File: src/rtl/psd_pkg.sv
// shared types and constants for the packed simd datapath
`default_nettype none
package psd_pkg;

  ////////////////////////////////////////////////////////////////////////////
  // lane geometry
  localparam int unsigned PSD_DATA_W = 32;
  localparam int unsigned PSD_HALF_W = 16;
  localparam int unsigned PSD_BYTE_W = 8;
  localparam int unsigned PSD_IMM_W = 6;
  localparam logic [15:0] PSD_MASK_H = 16'hFFFF;
  localparam logic [15:0] PSD_MASK_B = 16'h00FF;
  localparam logic [31:0] PSD_RESULT_RST = 32'h0000_0000;

  ////////////////////////////////////////////////////////////////////////////
  // operation select from decode
  typedef enum logic [4:0] {
    PSD_OP_ADD = 5'h00, PSD_OP_SUB = 5'h01, PSD_OP_AVG = 5'h02, PSD_OP_AVGU = 5'h03,
    PSD_OP_MIN = 5'h04, PSD_OP_MINU = 5'h05, PSD_OP_MAX = 5'h06, PSD_OP_MAXU = 5'h07,
    PSD_OP_SRL = 5'h08, PSD_OP_SRA = 5'h09, PSD_OP_SLL = 5'h0A, PSD_OP_OR = 5'h0B,
    PSD_OP_XOR = 5'h0C, PSD_OP_AND = 5'h0D, PSD_OP_ABS = 5'h0E, PSD_OP_EXT = 5'h0F,
    PSD_OP_EXTU = 5'h10, PSD_OP_INS = 5'h11, PSD_OP_DOTU = 5'h12, PSD_OP_DOTUS = 5'h13,
    PSD_OP_DOTS = 5'h14, PSD_OP_SDOTU = 5'h15, PSD_OP_SDOTUS = 5'h16, PSD_OP_SDOTS = 5'h17
  } psd_op_type;

  // how the second operand is formed
  typedef enum logic [1:0] {
    PSD_FORM_VV = 2'h0,
    PSD_FORM_SC = 2'h1,
    PSD_FORM_SCI = 2'h2
  } psd_form_type;

  ////////////////////////////////////////////////////////////////////////////
  // request and answer carriers
  typedef struct packed {
    psd_op_type op;
    logic byte_mode;
    psd_form_type form;
    logic [31:0] src1;
    logic [31:0] src2;
    logic [31:0] dest_old;
    logic [5:0] six_bit_immediate;
  } psd_req_type;

  typedef struct packed {
    logic valid;
    logic illegal;
    logic [31:0] data;
  } psd_resp_type;

endpackage : psd_pkg

`default_nettype wire

File: src/rtl/psd_simd_alu.sv
// packed simd alu with lane ops, extract/insert and dot products
//
// What this block does
// - lane add, per-lane wrap, no carry
// - lane subtract, per-lane wrap, no borrow
// - signed average: wrapped sum, arithmetic shift
// - unsigned average: zero-extended immediate, logical shift
// - signed min picks first when strictly less
// - signed max picks first when strictly greater
// - unsigned min/max compare unsigned, zero-extend
// - shift amount uses low 4/3 bits
// - logical shifts zero-fill, arithmetic replicates sign
// - lane or, xor, and
// - absolute value negates negative lanes only
// - signed extract selected lane, sign-extend
// - unsigned extract selected lane, zero-extend
// - insert low lane, keep other bits
// - unsigned dot product of lanes
// - mixed dot: first unsigned, second signed
// - signed dot product of lanes
// - accumulating dot adds old destination
// - scalar form replicates low source lane
// - immediate form extends six bits, replicates
// - lane zero is least significant
// - operations exist only when extension enabled
`timescale 1ns/1ps
`default_nettype none

module psd_simd_alu import psd_pkg::*; #(
  parameter bit custom_ext_enable_param = 1'b1
) (
  // clock and reset
  input wire logic sys_clk,
  input wire logic reset_n,
  // request from decode stage
  input wire logic req_valid,
  input wire psd_req_type req_in,
  // answer toward writeback
  output var psd_resp_type resp_out
);

  ////////////////////////////////////////////////////////////////////////////
  // helper functions

  // ops whose immediate is zero-extended; dotu counts as all-unsigned
  function automatic logic imm_is_zext(input psd_op_type op);
    imm_is_zext = op inside {PSD_OP_AVGU, PSD_OP_MINU, PSD_OP_MAXU, PSD_OP_SRL,
      PSD_OP_SRA, PSD_OP_SLL, PSD_OP_DOTU, PSD_OP_SDOTU};
  endfunction : imm_is_zext

  // widen a lane held in 16 bits to its signed 16-bit form
  function automatic logic [15:0] sext_lane(input logic [15:0] x, input logic bm);
    sext_lane = bm ? {{8{x[7]}}, x[7:0]} : x;
  endfunction : sext_lane

  // second operand: vector, scalar replicate or immediate replicate
  function automatic logic [31:0] op2_build(input psd_req_type r);
    logic [15:0] imm_l;
    logic [31:0] v;
    imm_l = imm_is_zext(r.op) ? {10'h000, r.six_bit_immediate}
                              : {{10{r.six_bit_immediate[5]}}, r.six_bit_immediate};
    case (r.form)
      PSD_FORM_SC: v = r.byte_mode ? {4{r.src2[7:0]}} : {2{r.src2[15:0]}};
      PSD_FORM_SCI: v = r.byte_mode ? {4{imm_l[7:0]}} : {2{imm_l}};
      default: v = r.src2;
    endcase
    op2_build = v;
  endfunction : op2_build

  // one lane of the element-wise alu; upper byte ignored in byte mode
  function automatic logic [15:0] lane_fn(input psd_op_type op, input logic [15:0] a,
                                          input logic [15:0] b, input logic bm);
    logic [15:0] mask;
    logic [15:0] sum;
    logic [3:0] amt;
    logic [15:0] r;
    mask = bm ? PSD_MASK_B : PSD_MASK_H;
    sum = (a + b) & mask;
    amt = bm ? {1'b0, b[2:0]} : b[3:0];
    case (op)
      PSD_OP_ADD: r = sum;
      PSD_OP_SUB: r = (a - b) & mask;
      PSD_OP_AVG: r = 16'($signed(sext_lane(sum, bm)) >>> 1) & mask;
      PSD_OP_AVGU: r = sum >> 1;
      PSD_OP_MIN: r = ($signed(sext_lane(a, bm)) < $signed(sext_lane(b, bm))) ? a : b;
      PSD_OP_MAX: r = ($signed(sext_lane(a, bm)) > $signed(sext_lane(b, bm))) ? a : b;
      PSD_OP_MINU: r = ((a & mask) < (b & mask)) ? a : b;
      PSD_OP_MAXU: r = ((a & mask) > (b & mask)) ? a : b;
      PSD_OP_SRL: r = (a & mask) >> amt;
      PSD_OP_SRA: r = 16'($signed(sext_lane(a, bm)) >>> amt) & mask;
      PSD_OP_SLL: r = (a << amt) & mask;
      PSD_OP_OR: r = a | b;
      PSD_OP_XOR: r = a ^ b;
      PSD_OP_AND: r = a & b;
      PSD_OP_ABS: r = (bm ? a[7] : a[15]) ? ((~a + 16'h0001) & mask) : a;
      default: r = 16'h0000;
    endcase
    lane_fn = r & mask;
  endfunction : lane_fn

  // one lane product, each side widened signed or unsigned
  function automatic logic [31:0] dot_lane(input logic [15:0] a, input logic [15:0] b,
                                           input logic bm, input logic sa, input logic sb);
    logic signed [16:0] ea;
    logic signed [16:0] eb;
    logic signed [33:0] p;
    ea = bm ? $signed({{9{sa & a[7]}}, a[7:0]}) : $signed({sa & a[15], a});
    eb = bm ? $signed({{9{sb & b[7]}}, b[7:0]}) : $signed({sb & b[15], b});
    p = ea * eb;
    dot_lane = p[31:0];
  endfunction : dot_lane

  ////////////////////////////////////////////////////////////////////////////
  // datapath

  logic [31:0] op2; // formed second operand
  logic [31:0] simd_res; // element-wise result
  logic [31:0] dot_res; // dot product result
  logic [31:0] bit_res; // extract/insert result
  logic known_op; // decoded a supported operation
  psd_resp_type resp_next; // next answer

  assign op2 = op2_build(req_in);

  // element-wise lanes; index 0 sits in the low bits
  always_comb begin
    logic [15:0] t;
    t = 16'h0000;
    simd_res = 32'h0000_0000;
    if (req_in.byte_mode) begin
      for (int i = 0; i < 4; i++) begin
        t = lane_fn(req_in.op, {8'h00, req_in.src1[i*8+:8]}, {8'h00, op2[i*8+:8]}, 1'b1);
        simd_res[i*8+:8] = t[7:0];
      end
    end else begin
      for (int i = 0; i < 2; i++) begin
        t = lane_fn(req_in.op, req_in.src1[i*16+:16], op2[i*16+:16], 1'b0);
        simd_res[i*16+:16] = t;
      end
    end
  end

  // dot products; the sum simply wraps, no flag is kept
  always_comb begin
    logic sa;
    logic sb;
    sa = req_in.op inside {PSD_OP_DOTS, PSD_OP_SDOTS};
    sb = req_in.op inside {PSD_OP_DOTS, PSD_OP_SDOTS, PSD_OP_DOTUS, PSD_OP_SDOTUS};
    dot_res = 32'h0000_0000;
    if (req_in.op inside {PSD_OP_SDOTU, PSD_OP_SDOTUS, PSD_OP_SDOTS}) begin
      dot_res = req_in.dest_old;
    end
    if (req_in.byte_mode) begin
      for (int i = 0; i < 4; i++) begin
        dot_res = dot_res + dot_lane({8'h00, req_in.src1[i*8+:8]}, {8'h00, op2[i*8+:8]}, 1'b1, sa, sb);
      end
    end else begin
      for (int i = 0; i < 2; i++) begin
        dot_res = dot_res + dot_lane(req_in.src1[i*16+:16], op2[i*16+:16], 1'b0, sa, sb);
      end
    end
  end

  // extract and insert; insert needs the old destination read port
  always_comb begin
    logic [15:0] hsel;
    logic [7:0] bsel;
    hsel = req_in.six_bit_immediate[0] ? req_in.src1[31:16] : req_in.src1[15:0];
    bsel = req_in.src1[req_in.six_bit_immediate[1:0]*8+:8];
    bit_res = req_in.dest_old;
    case (req_in.op)
      PSD_OP_EXT: bit_res = req_in.byte_mode ? {{24{bsel[7]}}, bsel} : {{16{hsel[15]}}, hsel};
      PSD_OP_EXTU: bit_res = req_in.byte_mode ? {24'h00_0000, bsel} : {16'h0000, hsel};
      PSD_OP_INS: begin
        if (req_in.byte_mode) begin
          bit_res[req_in.six_bit_immediate[1:0]*8+:8] = req_in.src1[7:0];
        end else begin
          bit_res[req_in.six_bit_immediate[0]*16+:16] = req_in.src1[15:0];
        end
      end
      default: bit_res = req_in.dest_old;
    endcase
  end

  // result select; disabled extension answers illegal with zero data
  always_comb begin
    known_op = 1'b1;
    resp_next.valid = req_valid;
    resp_next.illegal = 1'b0;
    case (req_in.op)
      PSD_OP_EXT, PSD_OP_EXTU, PSD_OP_INS: resp_next.data = bit_res;
      PSD_OP_DOTU, PSD_OP_DOTUS, PSD_OP_DOTS,
      PSD_OP_SDOTU, PSD_OP_SDOTUS, PSD_OP_SDOTS: resp_next.data = dot_res;
      PSD_OP_ADD, PSD_OP_SUB, PSD_OP_AVG, PSD_OP_AVGU, PSD_OP_MIN, PSD_OP_MINU,
      PSD_OP_MAX, PSD_OP_MAXU, PSD_OP_SRL, PSD_OP_SRA, PSD_OP_SLL, PSD_OP_OR,
      PSD_OP_XOR, PSD_OP_AND, PSD_OP_ABS: resp_next.data = simd_res;
      default: begin
        known_op = 1'b0;
        resp_next.data = PSD_RESULT_RST;
      end
    endcase
    if (req_valid && (!custom_ext_enable_param || !known_op)) begin
      resp_next.illegal = 1'b1;
      resp_next.data = PSD_RESULT_RST;
    end
    if (!req_valid) begin
      resp_next.data = PSD_RESULT_RST;
    end
  end

  ////////////////////////////////////////////////////////////////////////////
  // answer register: one cycle of latency, a pulse per request
  always_ff @(posedge sys_clk or negedge reset_n) begin
    if (!reset_n) begin
      resp_out <= '0;
    end else begin
      resp_out <= resp_next;
    end
  end

  logic go; // request taken this cycle with extension on
  logic [15:0] avg_sum; // wrapped low-lane sum seen by the average check
  assign go = req_valid && custom_ext_enable_param;
  assign avg_sum = req_in.src1[15:0] + req_in.src2[15:0];
endmodule : psd_simd_alu

`default_nettype wire

File: config.mk
export PLATFORM = sky130hd
export DESIGN_NAME = psd_simd_alu
export DESIGN_NICKNAME = d
export VERILOG_FILES = /design/src/rtl/psd_pkg.sv /design/src/rtl/psd_simd_alu.sv
export SDC_FILE = /design/constraint.sdc
export NUM_CORES = 2
export LEC_CHECK = 0
export ABC_CLOCK_PERIOD_IN_PS = 800
export BUFFER_PORTS_ARGS = -buffer_cell sky130_fd_sc_hd__clkbuf_2
export CORE_ASPECT_RATIO = 1.75
export CORE_UTILIZATION = 42
export DETAILED_ROUTE_END_ITERATION = 12
export PLACE_DENSITY = 0.54
export SYNTH_ARGS = -nofsm -noshare
export SYNTH_HDL_FRONTEND = slang
export SYNTH_SLANG_ARGS = --single-unit
File: constraint.sdc
create_clock -name sys_clk -period 0.8 [get_ports sys_clk]
set_input_delay 0 -clock sys_clk [delete_from_list [all_inputs] [get_ports sys_clk]]
set_output_delay 0 -clock sys_clk [all_outputs]
set_load 0.05 [all_outputs]
==> summary.txt, run 1 <==
CTS
  • Num CTS Buffers: 5
  • Clk root buf: clkbuf_16
  • Clock Path Buffers: 2
  • Clock Sink Count: 34
  • H-tree depth: 2

Floorplanning
  • Row count: 170
  • Die width: 268 µm
  • Die Y: approximately 470 µm
  • Ports: 147
  • Initial Utilization: 0.425

Global routing
  • Gr usage total: 0.604
  • Largest net degree at the start of global routing: 48
  • First-pass GRT wire length: 528000 µm
  • Total grt overflow: 39
  • Vias in the first global route: 69331

Synthesis
  • Syn_nets: between 7000 and 8000
  • Post-synth top area share: 0.383
  • Ys Warns: 0
  • Dominant synthesized flop cell: dfrtp_1
  • Seq cells post-synth: 34
  • Largest cells by area after synthesis: fa_1 38%, ha_1 12%, inv_1 9.3%
  • Syn Area/Cell: approximately 8.2 µm²
  • Post-Syn Instances: 6386
  • Most frequent cells after synthesis: 1292 x inv_1, 997 x fa_1, 597 x nand2_1, 502 x nor2_1, 480 x ha_1
  • Synth area leader: fa_1
  • Synth async-reset ratio: 1.00
  • Post-synth EDFFs: 0
  • Top-count cell post-synth: inv_1
  • Post-synthesis sequential area ratio: 0.0163
  • Count of cell types in the netlist: 109
  • Syn Std Cell Area: approximately 52000 µm²

Placed design
  • Gpl congestion: 1.17
  • Buffers added on ports: 146
  • Post-DP HPWL: 288000 µm

Outcome
  • Outcome: aborted with a tool error
  • Failed at: global routing
  • Halt Reason: [ERROR GRT-0116] Global routing finished with congestion. Check the congestion regions in the DRC Viewer.
-- per-layer routing --
layer,overflow,track usage
met1,0,0.583
met3,0,0.314
met4,16,0.669
met5,0,0.0482
met2,23,0.870
-- stage by stage --
step	instances	TNS, ns	instance area, µm²	setup slack (ns)	hold WS [ns]
after global placement	9796	-273.56	70100	-9.82	-0.0130
after CTS	9886	-248.59	72400	-8.66	0.131
after detailed placement	9796	-274.31	70100	-9.86	-0.0157
after floorplan	6386	-234.76	53000	-8.90	-0.296
-- cell families after synthesis --
| family | Yosys count | synth area share |
|---|---|---|
| adders and majority gates | 1477 | 0.498 |
| and+or+nand+nor | 1546 | 0.131 |
| AOI/OAI and AO/OA | 1322 | 0.171 |
| DFF | 34 | 0.0163 |
| buffers and inverters | 1665 | 0.122 |
| xor gates and xnor gates | 265 | 0.0445 |
| muxes | 77 | 0.0171 |
-- timing repair --
| item | in CTS |
|---|---|
| hold buffers | 1 |
| pin swaps | 151 |
| cloned | 1 |
| buffers inserted | 89 |
| gates resized for setup | 337 |
| setup endpoints to repair | 66 |
| hold endpoints to repair | 34 |
==> run 2, diff against run 1 <==
CORE_ASPECT_RATIO = unset   (was 1.75)
CORE_UTILIZATION = 27   (was 42)
PLACE_DENSITY = unset   (was 0.54)
PLACE_DENSITY_LB_ADDON = 0.15   (was unset)
==> run 2 against run 1 <==
The flow now finishes, with violations (setup timing). Area after synthesis stayed put. Synthesized cell count stayed put.
==> summary.txt, run 2 <==
Placed design
  • Gpl congestion: 1.04
  • DP Area: 71300 µm²
  • Post-DP HPWL: 274000 µm
  • Buffers added on ports: 146
  • Placed instance count: roughly 11000

Floorplanning
  • Row count: 160
  • Die area: about 190000 µm²
  • Ports: 147
  • Initial Utilization: 0.273
  • Die width: 441 µm
  • Die Y: around 440 µm
  • Core Area: 191000 µm²

Worst setup path
  • WP data required: between 1 and 1.5 ns
  • Critical Path End Type: register
  • Crit Path Max Fanout: 6
  • Startpoint Class: input pin
  • Most used cell along the critical path: fa_1
  • Max incr delay on CP: 0.56 ns
  • WP depth: 40
  • Setup CP Type: in2reg
  • Cell family with most CP delay: adder cells
  • Worst Path Buf+Inv: 8
  • Worst path slowest cell: fa_1
  • CP Data Arrival Time: around 9.3 ns

Min path
  • Hold Path Origin: req_valid
  • Worst Hold Depth: 2
  • Worst Hold Class: in2reg
  • Worst Hold End: resp_out[33]

Detailed routing
  • Final WL: 314000 µm
  • Final ANT Viol Nets: 0
  • Routed vias/inst: 5.20
  • Initial drt markers: 5225
  • DRC violations left: 0
  • Vias: 55998
  • Per-cell routed wire length: 29.2 µm
  • Pre-antenna DRT Iters: 6

Cells and area
  • # nets final: 9836
  • Finished Layout Cells: 10765
  • Commonest non-fill, non-tap cell in the layout: buf_4
  • Layout cells sized above 1: 0.321
  • Biggest register: resp_out
  • Number of flip-flops in the largest register: 34
  • Layout fillers: 19898
  • Most frequent cells in the layout: 1901 x buf_4, 1252 x inv_1, 984 x fa_1
  • Biggest regs: resp_out (34)
  • Finished Cell Area: 74600 µm²
  • Synth-to-layout area growth: 43.1%
  • Fin util: 0.390

Synthesis
  • Largest cells by area after synthesis: fa_1 38%, ha_1 12%, inv_1 9.3%
  • Post-synthesis sequential area ratio: 0.0163
  • Syn Std Cell Area: 52100 µm²
  • Post-Syn Instances: 6386
  • Dominant synthesized flop cell: dfrtp_1
  • Synth async-reset ratio: 1.00
  • Ys Warns: 0
  • Syn_nets: 7976
  • Synth area leader: fa_1
  • Syn Area/Cell: 8.16 µm²
  • Count of cell types in the netlist: 109
  • Most frequent cells after synthesis: 1292 x inv_1, 997 x fa_1, 597 x nand2_1, 502 x nor2_1, 480 x ha_1
  • Seq cells post-synth: 34
  • Top-count cell post-synth: inv_1
  • Post-synth top area share: 0.383
  • Post-synth EDFFs: 0

CTS
  • CTS tree: built
  • Clock Sink Count: 34
  • Num CTS Buffers: 5
  • Clock Path Buffers: 2
  • Clk root buf: clkbuf_16
  • H-tree depth: 2
  • CTS clock-pin slew for the worst setup and hold paths: 0.08 ns

Global routing
  • Largest net degree at the start of global routing: 49
  • Initial antenna violation count: 25
  • Vias in the first global route: 57703
  • Gr usage total: 0.319
  • First-pass GRT wire length: 437000 µm
  • Total grt overflow: 0

Timing
  • Hold Fails Final Rpt: 0
  • Fin crit share: 11.3
  • Hold Slack: 0.0367 ns
  • Setup slack after layout: -8.20 ns
  • Final setup violation count: 66
  • Max Clock Freq: 111 MHz
  • RSZ-0062 raised after global routing: true
  • Final Critical Period: 9.00 ns
  • Least-Margin Pin Slew: 1.11 ns
  • Rel. slew slack: 0.256
  • Final Max Slew Viols: 0
  • Setup TNS: -238.99 ns

Outcome
  • Failing checks: setup timing
  • Outcome: finished, violations left

Pwr
  • P per Cell Area: 4720 nW/µm²
  • VDD IR max: approximately 8 mV
  • Leak: approximately 37 nW

Flow run
  • Maxcap violations: 0
run 2: cell type report:
type                    count  area [µm²]  share of cell area
multi-input cells        4687       47400               0.636
repair buffers           2200       18000               0.241
inverters                1318        4970              0.0666
well taps                2511        3140              0.0421
flip-flops and latches     34         860              0.0115
clock buffers               6         139             0.00186
clock inverters             2        60.1            0.000805
diodes                      7        17.5            0.000235
run 2: kinds of logic (layout without fill, tap and decap cells):
logic type / count (synthesis) / count (layout) / share of synthesized area
AOI/OAI and AO/OA: 1322 / 1322 / 0.171
xor gates and xnor gates: 265 / 265 / 0.0445
adders and majority gates: 1477 / 1477 / 0.498
buffers and inverters: 1665 / 3526 / 0.122
DFF: 34 / 34 / 0.0163
muxes: 77 / 77 / 0.0171
other: 0 / 7 / 0
and+or+nand+nor: 1546 / 1546 / 0.131
run 2: report_power, final:
part	leakage (nW)	internal, mW	total, mW	switching, mW
Clock	0.0971	1.89	3.20	1.31
Combinational	36.6	158	346	188
Sequential	0.442	2.09	2.55	0.459
Total	37.2	162	352	190
run 2: metal layers:
metal / vias up / global-route usage / part of all wire
met1: 28258 / 0.416 / 0.41
met3: 718 / 0.0476 / 0.072
met4: 14 / 0.209 / 0.083
met5: - / 0 / 0.00029
li1: 24416 / - / -
met2: 2592 / 0.492 / 0.43
run 2: through the flow:
stage / setup WS [ns] / power, mW
2_1_floorplan: -8.90 / 188
4_1_cts: -8.16 / 339
3_3_place_gp: -9.06 / 317
6_report: -8.20 / 352
3_5_place_dp: -9.06 / 320
5_1_grt: -8.54 / 367
run 2: repair_timing:
| action | CTS | global route |
|---|---|---|
| setup endpoints to repair | 66 | 66 |
| cloned | 0 | 2 |
| hold buffers | 1 | 0 |
| hold endpoints to repair | 34 | 0 |
| pin swaps | 115 | 102 |
| resized for setup | 275 | 258 |
| setup buffers | 55 | 41 |
run 2: worst max path at each step:
stage | from | end | slack, ns
2_1_floorplan | req_in[105] | resp_out[31] | -8.90
3_3_place_gp | req_in[106] | resp_out[31] | -9.06
3_5_place_dp | req_in[106] | resp_out[31] | -9.06
4_1_cts | req_in[105] | resp_out[31] | -8.16
5_1_grt | req_in[105] | resp_out[31] | -8.54
6_report | req_in[105] | resp_out[31] | -8.20
Power figures use the tool's default switching activity.
